<file path="src/rtl/ard_pkg.sv">
// Package for the converter result and display data path
package ard_pkg;

  // ----------------------------------------------------------------
  // Register select indices of the register access port
  // ----------------------------------------------------------------
  localparam logic [2:0] SEL_OFFSET = 3'h0;
  localparam logic [2:0] SEL_RES_UP = 3'h1;
  localparam logic [2:0] SEL_DISP   = 3'h2;
  localparam logic [2:0] SEL_PEAK   = 3'h3;
  localparam logic [2:0] SEL_RES_LO = 3'h4;

  // ----------------------------------------------------------------
  // Widths, field positions and reset values
  // ----------------------------------------------------------------
  localparam int          REG_W        = 16;
  localparam int          RES_W        = 20;
  localparam int          LO_W         = 8;
  localparam int          SUB_BITS     = 4;
  localparam int          LO_FIELD_POS = 4;
  localparam logic [15:0] OFFSET_RST   = 16'h0000;
  localparam logic [15:0] RES_UP_RST   = 16'h0000;
  localparam logic [15:0] DISP_RST     = 16'h0000;
  localparam logic [15:0] PEAK_RST     = 16'h0000;
  localparam logic [7:0]  RES_LO_RST   = 8'h00;

  // Peak tracking is only guaranteed inside these counts
  localparam int PEAK_MIN_45 = -19487;
  localparam int PEAK_MAX_45 = 19999;
  localparam int PEAK_MIN_35 = -1217;

  // ----------------------------------------------------------------
  // Carriers
  // ----------------------------------------------------------------
  typedef struct packed {
    logic        req;
    logic        wr;
    logic [2:0]  sel;
    logic [15:0] wdata;
  } ard_reg_req_t;

  typedef struct packed {
    logic src_serial;
    logic peak;
    logic hold;
    logic auto_calibration_disable;
    logic enhanced_calibration_trigger;
    logic digital_powerdown;
    logic analog_powerdown;
    logic range_select;
  } ard_ctrl_t;

  typedef struct packed {
    logic filter_run;
    logic display_run;
    logic modulator_run;
    logic buffer_run;
  } ard_power_t;

endpackage : ard_pkg

</file>
<file path="src/rtl/ard_result_path.sv">
// Result, peak and display data path of a sigma-delta panel-meter converter
`timescale 1ns/100ps
// Overview of operation
// Signed 16-bit user offset register, reset zero
// Result equals calibrated input minus user offset
// Upper result register holds sixteen result MSBs
// Short variant uses bits fifteen down to four
// Lower register: four LSBs in upper nibble
// Display loads from result, peak or serial
// Short variant display/peak LSB at bit four
// Peak: first copy, then keep larger results
// Clearing peak enable clears peak register
// Peak valid only inside documented count range
// Power-up reset returns all registers to defaults
// Offset calibration each conversion unless disabled
// Enhanced calibration runs when trigger set
// Digital and analog power-down act independently
// Peak mode shows only the highest value
// Hold freezes the reading present at activation
// Low battery sets flag and segment; the segment is held off during digital power-down
// Both result registers update from one conversion
module ard_result_path
  import ard_pkg::*;
#(
  parameter bit THREE_HALF = 1'b0,
  parameter int RESULT_W   = RES_W
) (
  // Clock and reset
  input  wire logic         CLK_SYS,
  input  wire logic         RESET_N,
  // Register access port
  input  wire ard_reg_req_t REG_REQ,
  output logic [15:0]       REG_RDATA,
  output logic              REG_RVALID,
  // Control bits and conversion input
  input  wire ard_ctrl_t    CTRL,
  input  wire logic         CONV_VALID,
  input  wire logic [19:0]  CONV_CALIBRATED,
  input  wire logic         LOW_BATT_BELOW,
  // Display and status
  output logic [15:0]       DISPLAY_DATA,
  output logic              LOW_SUPPLY_FLAG,
  output logic              LOW_SUPPLY_FLAG_SEGMENT,
  // Calibration and power control
  output logic              OFFSET_CAL_RUN,
  output logic              ENH_CAL_START,
  output ard_power_t        POWER
);

  // ----------------------------------------------------------------
  // Elaboration check
  // ----------------------------------------------------------------
  if (RESULT_W != RES_W) begin : g_bad_width
    $error("Result path only serves a 20-bit result");
  end

  // ----------------------------------------------------------------
  // Registers
  // ----------------------------------------------------------------
  logic [15:0] user_offset_correction;
  logic [15:0] conversion_result_upper;
  logic [7:0]  conversion_result_lower;
  logic [7:0]  lower_snapshot;
  logic [15:0] display_value;
  logic [15:0] max_value_tracker;
  logic        peak_loaded;
  logic        trig_d;
  logic        conv_taken;
  logic        snap_held;

  // ----------------------------------------------------------------
  // Result arithmetic
  // ----------------------------------------------------------------
  // Offset is aligned to the LSB of the upper result register
  wire logic [19:0] offset_ext  = {user_offset_correction, {SUB_BITS{1'b0}}};
  wire logic [19:0] raw_final   = CONV_CALIBRATED - offset_ext;
  wire logic [3:0]  sub_mask    = THREE_HALF ? 4'h0 : 4'hf;
  wire logic [15:0] next_upper  = {raw_final[19:8], raw_final[7:4] & sub_mask};
  wire logic [7:0]  next_lower  = {raw_final[3:0] & sub_mask, 4'h0};
  // Filter stopped means no new results are taken at all
  wire logic        take_conv   = CONV_VALID & ~CTRL.digital_powerdown;
  wire logic        peak_bigger = $signed(next_upper) > $signed(max_value_tracker);
  wire logic        peak_load   = take_conv & CTRL.peak & (~peak_loaded | peak_bigger);
  wire logic [15:0] next_peak   = peak_load ? next_upper : max_value_tracker;

  // ----------------------------------------------------------------
  // Register access decode
  // ----------------------------------------------------------------
  wire logic wr_offset = REG_REQ.req & REG_REQ.wr & (REG_REQ.sel == SEL_OFFSET);
  wire logic wr_disp   = REG_REQ.req & REG_REQ.wr & (REG_REQ.sel == SEL_DISP);
  wire logic rd_upper  = REG_REQ.req & ~REG_REQ.wr & (REG_REQ.sel == SEL_RES_UP);
  wire logic rd_lower  = REG_REQ.req & ~REG_REQ.wr & (REG_REQ.sel == SEL_RES_LO);
  // Serial writes reach the display only in serial mode outside hold or peak
  wire logic serial_ok = CTRL.src_serial & ~CTRL.hold & ~CTRL.peak;

  logic [15:0] next_rdata;
  always_comb begin
    case (REG_REQ.sel)
      SEL_OFFSET: next_rdata = user_offset_correction;
      SEL_RES_UP: next_rdata = conversion_result_upper;
      SEL_DISP:   next_rdata = display_value;
      SEL_PEAK:   next_rdata = max_value_tracker;
      SEL_RES_LO: next_rdata = {8'h00, rd_snap_sel()};
      default:    next_rdata = 16'h0000;
    endcase
  end

  // Lower byte comes from the snapshot taken when the upper half was read
  function automatic logic [7:0] rd_snap_sel();
    rd_snap_sel = lower_snapshot;
  endfunction : rd_snap_sel

  // ----------------------------------------------------------------
  // Offset register and read port
  // ----------------------------------------------------------------
  always_ff @(posedge CLK_SYS) begin
    if (!RESET_N) begin
      user_offset_correction <= OFFSET_RST;
      REG_RDATA              <= 16'h0000;
      REG_RVALID             <= 1'b0;
    end else begin
      if (wr_offset) begin
        user_offset_correction <= REG_REQ.wdata;
      end
      REG_RVALID <= REG_REQ.req & ~REG_REQ.wr;
      if (REG_REQ.req && !REG_REQ.wr) begin
        REG_RDATA <= next_rdata;
      end
    end
  end

  // ----------------------------------------------------------------
  // Result registers
  // ----------------------------------------------------------------
  // Both halves load on one edge; the snapshot keeps a read pair coherent
  // even when a conversion lands between the two reads
  always_ff @(posedge CLK_SYS) begin
    if (!RESET_N) begin
      conversion_result_upper <= RES_UP_RST;
      conversion_result_lower <= RES_LO_RST;
      lower_snapshot          <= RES_LO_RST;
      conv_taken              <= 1'b0;
      snap_held               <= 1'b0;
    end else begin
      conv_taken <= take_conv;
      // An upper read pins the snapshot until the lower half is read
      if (rd_upper) begin
        snap_held <= 1'b1;
      end else if (rd_lower) begin
        snap_held <= 1'b0;
      end
      if (take_conv) begin
        conversion_result_upper <= next_upper;
        conversion_result_lower <= next_lower;
      end
      if (rd_upper) begin
        lower_snapshot <= conversion_result_lower;
      end else if (take_conv && !snap_held) begin
        lower_snapshot <= next_lower;
      end
    end
  end

  // ----------------------------------------------------------------
  // Peak tracker
  // ----------------------------------------------------------------
  // Tracking beyond the guaranteed count range may wrap; not corrected
  always_ff @(posedge CLK_SYS) begin
    if (!RESET_N) begin
      max_value_tracker <= PEAK_RST;
      peak_loaded       <= 1'b0;
    end else if (!CTRL.peak) begin
      max_value_tracker <= PEAK_RST;
      peak_loaded       <= 1'b0;
    end else if (peak_load) begin
      max_value_tracker <= next_upper;
      peak_loaded       <= 1'b1;
    end
  end

  // ----------------------------------------------------------------
  // Display data register
  // ----------------------------------------------------------------
  // Priority: hold freezes, then peak, then serial, then live result
  always_ff @(posedge CLK_SYS) begin
    if (!RESET_N) begin
      display_value <= DISP_RST;
    end else if (CTRL.hold) begin
      display_value <= display_value;
    end else if (CTRL.peak) begin
      display_value <= next_peak;
    end else if (CTRL.src_serial) begin
      if (wr_disp && serial_ok) begin
        display_value <= REG_REQ.wdata;
      end
    end else if (take_conv) begin
      display_value <= next_upper;
    end
  end

  // ----------------------------------------------------------------
  // Display drive, low battery, calibration and power control
  // ----------------------------------------------------------------
  always_ff @(posedge CLK_SYS) begin
    if (!RESET_N) begin
      DISPLAY_DATA    <= DISP_RST;
      LOW_SUPPLY_FLAG <= 1'b0;
      LOW_SUPPLY_FLAG_SEGMENT <= 1'b0;
      OFFSET_CAL_RUN  <= 1'b0;
      ENH_CAL_START   <= 1'b0;
      trig_d          <= 1'b0;
      POWER           <= '0;
    end else begin
      DISPLAY_DATA    <= display_value;
      LOW_SUPPLY_FLAG <= LOW_BATT_BELOW;
      LOW_SUPPLY_FLAG_SEGMENT <= LOW_BATT_BELOW & ~CTRL.digital_powerdown;
      // Calibration is part of each conversion, so it needs the modulator
      OFFSET_CAL_RUN  <= ~CTRL.auto_calibration_disable & ~CTRL.analog_powerdown;
      trig_d          <= CTRL.enhanced_calibration_trigger;
      // Rising edge only: a held trigger bit starts one run, not many
      ENH_CAL_START   <= CTRL.enhanced_calibration_trigger & ~trig_d;
      POWER.filter_run    <= ~CTRL.digital_powerdown;
      POWER.display_run   <= ~CTRL.digital_powerdown;
      POWER.modulator_run <= ~CTRL.analog_powerdown;
      POWER.buffer_run    <= ~CTRL.analog_powerdown;
    end
  end
endmodule : ard_result_path

</file>
<file path="config.mk">
export PLATFORM = sky130hd
export DESIGN_NAME = ard_result_path
export DESIGN_NICKNAME = d
export VERILOG_FILES = /design/src/rtl/ard_pkg.sv /design/src/rtl/ard_result_path.sv
export SDC_FILE = /design/constraint.sdc
export NUM_CORES = 1
export LEC_CHECK = 0
export BUFFER_PORTS_ARGS = -buffer_cell sky130_fd_sc_hd__clkbuf_2
export CAP_MARGIN = 20
export CORE_UTILIZATION = 39
export DETAILED_ROUTE_END_ITERATION = 16
export PLACE_DENSITY = 0.59
export SYNTH_ARGS = -nofsm -noshare
export SYNTH_HDL_FRONTEND = slang
export SYNTH_SLANG_ARGS = --single-unit
</file>
<file path="constraint.sdc">
create_clock -name CLK_SYS -period 6 [get_ports CLK_SYS]
set_clock_uncertainty 0.05 [all_clocks]
set_input_delay 1.2 -clock CLK_SYS [delete_from_list [all_inputs] [get_ports CLK_SYS]]
set_output_delay 1.2 -clock CLK_SYS [all_outputs]
set_load 0.1 [all_outputs]
</file>
==> impl_metrics.xml <==
<?xml version="1.0" encoding="UTF-8"?>
<metrics>
  <group name="worst_setup_path">
    <metric name="r2r_end" unit="">display_value[12]</metric>
    <metric name="cp_max_fo" unit="">19</metric>
    <metric name="cp_slowest_stage_delay" unit="ps">510</metric>
    <metric name="critPathCaptureType" unit="">flip-flop</metric>
    <metric name="worst_ep_arrival_time" unit="ps">5720</metric>
    <metric name="worstRegToRegCells" unit="">15</metric>
    <metric name="end_point_of_the_critical_path" unit="">display_value[12]</metric>
    <metric name="cp-startpoint" unit="">CONV_CALIBRATED[4]</metric>
    <metric name="cp.required" unit="ps">6280</metric>
    <metric name="worstReg2RegStart" unit="">user_offset_correction[0]</metric>
    <metric name="cp_class" unit="">in2reg</metric>
    <metric name="crit_slowest_cell" unit="">o41a_1</metric>
    <metric name="path_cells" unit="">clkbuf_2, inv_1, ha_1, fa_1, nand2b_1, a21oi_1, o21a_1, o21a_1, o211ai_1, ha_1, nand4_2, nor4_4, a21boi_2, o41a_1, nand2_8, and3_1, o41ai_2</metric>
    <metric name="crit_path_start_kind" unit="">input pin</metric>
    <metric name="register_to_register_path_setup_slack" unit="ps">1160</metric>
  </group>
  <group name="global_routing">
    <metric name="grt_max_degree" unit="">68</metric>
    <metric name="grt_busiest_layer" unit="">met2</metric>
    <metric name="via_count_of_the_first_global_routing_pass" unit="">5460</metric>
    <metric name="globalRouteOverflowTotal" unit="">0</metric>
    <metric name="grt_use_met3" unit="%">6.11</metric>
    <metric name="use_met2" unit="%">36.7</metric>
    <metric name="wire_length_of_the_first_global_routing_pass" unit="um">29200</metric>
    <metric name="grt_util_all_layers" unit="%">23.6</metric>
    <metric name="antenna_found_initial" unit="">0</metric>
    <metric name="grt_util_met1" unit="%">31.8</metric>
  </group>
  <group name="timing">
    <metric name="final_setup_violation_count" unit="">0</metric>
    <metric name="timing.fmax" unit="GHz">0.184</metric>
    <metric name="slew_viol_final" unit="">0</metric>
    <metric name="grt_setup_unrepaired" unit="">no</metric>
    <metric name="max_slew.worst_pin.slew" unit="ps">998</metric>
    <metric name="final.setup.tns" unit="ps">0</metric>
    <metric name="final_critical_path_time_including_i_o_delays_and_setup" unit="ps">5440</metric>
    <metric name="share_of_the_clock_period_used_by_the_worst_path_after_layout" unit="%">90.7</metric>
    <metric name="post-route-worst-setup-slack" unit="ps">555</metric>
    <metric name="timing.final.hold_violations" unit="">0</metric>
    <metric name="timing.max_slew.rel_slack" unit="%">33.1</metric>
  </group>
  <group name="cts">
    <metric name="hold_buffers" unit="">0</metric>
    <metric name="worstSkewPairLatency" unit="ps">430</metric>
    <metric name="cts_max_level" unit="">4</metric>
    <metric name="clk_path_buf_depth" unit="">2</metric>
    <metric name="post_cts_resize_count" unit="">0</metric>
    <metric name="cts_post_setup_buffers_inserted" unit="">0</metric>
    <metric name="tritoncts" unit="">built</metric>
    <metric name="cts.reportedPaths.clkPinSlew" unit="ps">60</metric>
    <metric name="cts_root_buf" unit="">clkbuf_16</metric>
    <metric name="numCtsBuffers" unit="">17</metric>
    <metric name="clock_sink_count" unit="">114</metric>
  </group>
  <group name="floorplan">
    <metric name="io_pins" unit="">94</metric>
    <metric name="die_y" unit="um">128</metric>
    <metric name="initial_utilization" unit="%">40.2</metric>
    <metric name="die_area" unit="um^2">16300</metric>
    <metric name="die_x" unit="um">128</metric>
    <metric name="row_cnt" unit="">45</metric>
    <metric name="core_ar" unit="um^2">15300</metric>
  </group>
  <group name="finish">
    <metric name="fillers" unit="">1556</metric>
    <metric name="antenna_cells" unit="">0</metric>
    <metric name="fin_nets" unit="">892</metric>
    <metric name="final_cell_area_excluding_filler_cells" unit="um^2">7310</metric>
    <metric name="area_growth" unit="%">18.9</metric>
    <metric name="layout-drive-gt1-share" unit="%">20.4</metric>
  </group>
  <group name="yosys">
    <metric name="synth-async-reset-ratio" unit="%">0</metric>
    <metric name="synth-compound-area-share" unit="%">21.3</metric>
    <metric name="synth_fp_nets" unit="">818</metric>
    <metric name="main_combinational_cell_family_by_area_after_synthesis" unit="">compound AO/OA/AOI/OAI gates</metric>
    <metric name="synth.yosys.seq_area_share" unit="%">37.1</metric>
    <metric name="post_synth_num_cell_types" unit="">69</metric>
    <metric name="ys_dominant_reg_cell" unit="">dfxtp_1</metric>
    <metric name="synth_fa_ha_area_share" unit="%">6.63</metric>
    <metric name="post_synth_mux_area_share" unit="%">7.89</metric>
    <metric name="ys.warnings.count" unit="">0</metric>
    <metric name="ys_ff_latch" unit="">114</metric>
    <metric name="synth_enable_flop_cells" unit="">0</metric>
    <metric name="yosys.area_share.xor_xnor" unit="%">1.28</metric>
    <metric name="netlist_instances" unit="">733</metric>
    <metric name="synth.avg_cell_area" unit="um^2">8.39</metric>
    <metric name="basic_gate_share_of_the_synthesized_area_counting_and_or_nand_and_nor_cells" unit="%">19.7</metric>
    <metric name="synth.cell_area" unit="um^2">6150</metric>
  </group>
  <group name="detailed_routing">
    <metric name="violation_count_after_the_first_detailed_routing_iteration" unit="">465</metric>
    <metric name="via_count" unit="">5703</metric>
    <metric name="detail-route-antenna-nets" unit="">0</metric>
    <metric name="post_drt_wl_per_cell" unit="um">17.8</metric>
    <metric name="via_per_inst" unit="">5.53</metric>
    <metric name="drc_errors_left" unit="">0</metric>
    <metric name="postRouteWirelength" unit="um">18300</metric>
    <metric name="first_pass_iters" unit="">5</metric>
  </group>
  <group name="pwr">
    <metric name="power_density" unit="nW/um^2">295</metric>
    <metric name="cellLeakagePower" unit="nW">2.93</metric>
    <metric name="power.total" unit="W">0.00216</metric>
    <metric name="irDropWorstVdd" unit="mV">0.196</metric>
  </group>
  <group name="placement">
    <metric name="dp.final_hpwl" unit="um">13000</metric>
    <metric name="place_congestion" unit="">0.845</metric>
    <metric name="port-buffer-count" unit="">92</metric>
    <metric name="post_place_cell_area" unit="um^2">6730</metric>
    <metric name="detailedPlace.worstSlack" unit="ps">184</metric>
  </group>
  <group name="run_status">
    <metric name="outcome" unit="">completed</metric>
  </group>
  <group name="min_path">
    <metric name="hp-start" unit="">trig_d</metric>
    <metric name="worst_hold_path_type" unit="">reg2reg</metric>
  </group>
  <group name="run">
    <metric name="max_cap_viol_count" unit="">0</metric>
  </group>
</metrics>
registers in the layout (all words and copies together), names as in the netlist:
| signal | cells |
|---|---|
| OFFSET_CAL_RUN | 1 |
| LOW_SUPPLY_FLAG | 1 |
| conversion_result_upper | 16 |
| display_value | 16 |
| conversion_result_lower | 4 |
| snap_held | 1 |
| peak_loaded | 1 |
| max_value_tracker | 16 |
| ENH_CAL_START | 1 |
| user_offset_correction | 16 |
| DISPLAY_DATA | 16 |
| trig_d | 1 |
| REG_RVALID | 1 |
| REG_RDATA | 16 |
| lower_snapshot | 4 |
| LOW_SUPPLY_FLAG_SEGMENT | 1 |
| POWER | 2 |
through the flow:
step / std cells / utilization [%] / hold WS, ps
after floorplan: 733 / - / 317
after detailed placement: 999 / 44.0 / 328
after CTS: 1031 / 47.7 / 347
after global routing: 1031 / 47.7 / 362
final: 1031 / 47.7 / 346
after global placement: 999 / 44.0 / 321
how the worst min path moves through the flow:
| stage | to | slack [ps] | cells after the start |
|---|---|---|---|
| floorplan | ENH_CAL_START | 320 | 1 |
| global placement | ENH_CAL_START | 320 | 1 |
| detailed placement | ENH_CAL_START | 330 | 1 |
| CTS | ENH_CAL_START | 350 | 1 |
| global route | ENH_CAL_START | 360 | 1 |
| finish | ENH_CAL_START | 350 | 1 |
area by class of cell:
type                            count  area (um^2)  share of cell area (%)
Timing Repair Buffer              100          520                    7.12
Inverter                           44          165                    2.26
Multi-Input combinational cell    530         3500                    47.9
Clock inverter                     13          136                    1.87
Tap cell                          211          264                    3.61
Clock buffer                       19          443                    6.06
Sequential cell                   114         2280                    31.2
critical path, delay by kind of cell:
kind | cells | cell delay, ps
AOI/OAI and AO/OA | 7 | 2100
buffers and inverters | 2 | 150
adders and majority gates | 3 | 1050
and+or+nand+nor | 5 | 1220
kinds of logic after synthesis:
kind of cell / after synthesis
flops: 114
simple gates: 262
xor+xnor: 9
buf+inv: 89
mux: 33
compound gates: 194
fa+ha+maj: 32
synth_stat cells, types with 4 or more instances:
cell	n	area share (%)
dfxtp_1	114	37
nand2_1	106	6.5
nor2_1	71	4.3
a21oi_1	69	5.6
inv_1	44	2.7
clkbuf_1	33	2.0
ha_1	31	6.3
a22oi_1	24	2.9
o21ai_0	23	1.9
and2_1	21	2.1
mux2i_1	17	2.8
nor3_1	16	1.3
mux4_2	12	4.4
nand2b_1	11	1.1
nor2b_1	10	1.0
a211oi_1	8	0.98
nand3_1	7	0.57
o211ai_1	7	0.85
xnor2_1	6	0.85
a311oi_1	5	0.71
a31oi_1	5	0.51
o22ai_1	5	0.51
a211o_1	4	0.57
buf_2	4	0.33
mux2_2	4	0.73
o221ai_1	4	0.57
power breakdown:
part | internal [W] | leakage, nW | switching (W)
Sequential | 0.000787 | 0.928 | 0.0000154
Combinational | 0.000118 | 1.73 | 0.000248
Clock | 0.000619 | 0.275 | 0.000369
Total | 0.00152 | 2.93 | 0.000632
layout by cell type (no fill, tap or decap), types with 21 or more instances in the layout:
cell type	Yosys	routed
ha_1	31	31
nand2_1	106	106
a22oi_1	24	24
dfxtp_1	114	114
inv_1	44	43
a21oi_1	69	69
nor2_1	71	70
o21ai_0	23	23
clkbuf_2	1	92
and2_1	21	21
layer usage:
layer	vias up	share of wire [%]	routed length (um)
met5	-	0	0
met4	0	1.5	270
met3	20	6.7	1230
met2	214	45	8190
met1	2722	47	8660
li1	2747	-	-
Note: power is estimated with default switching activity, not from simulation.
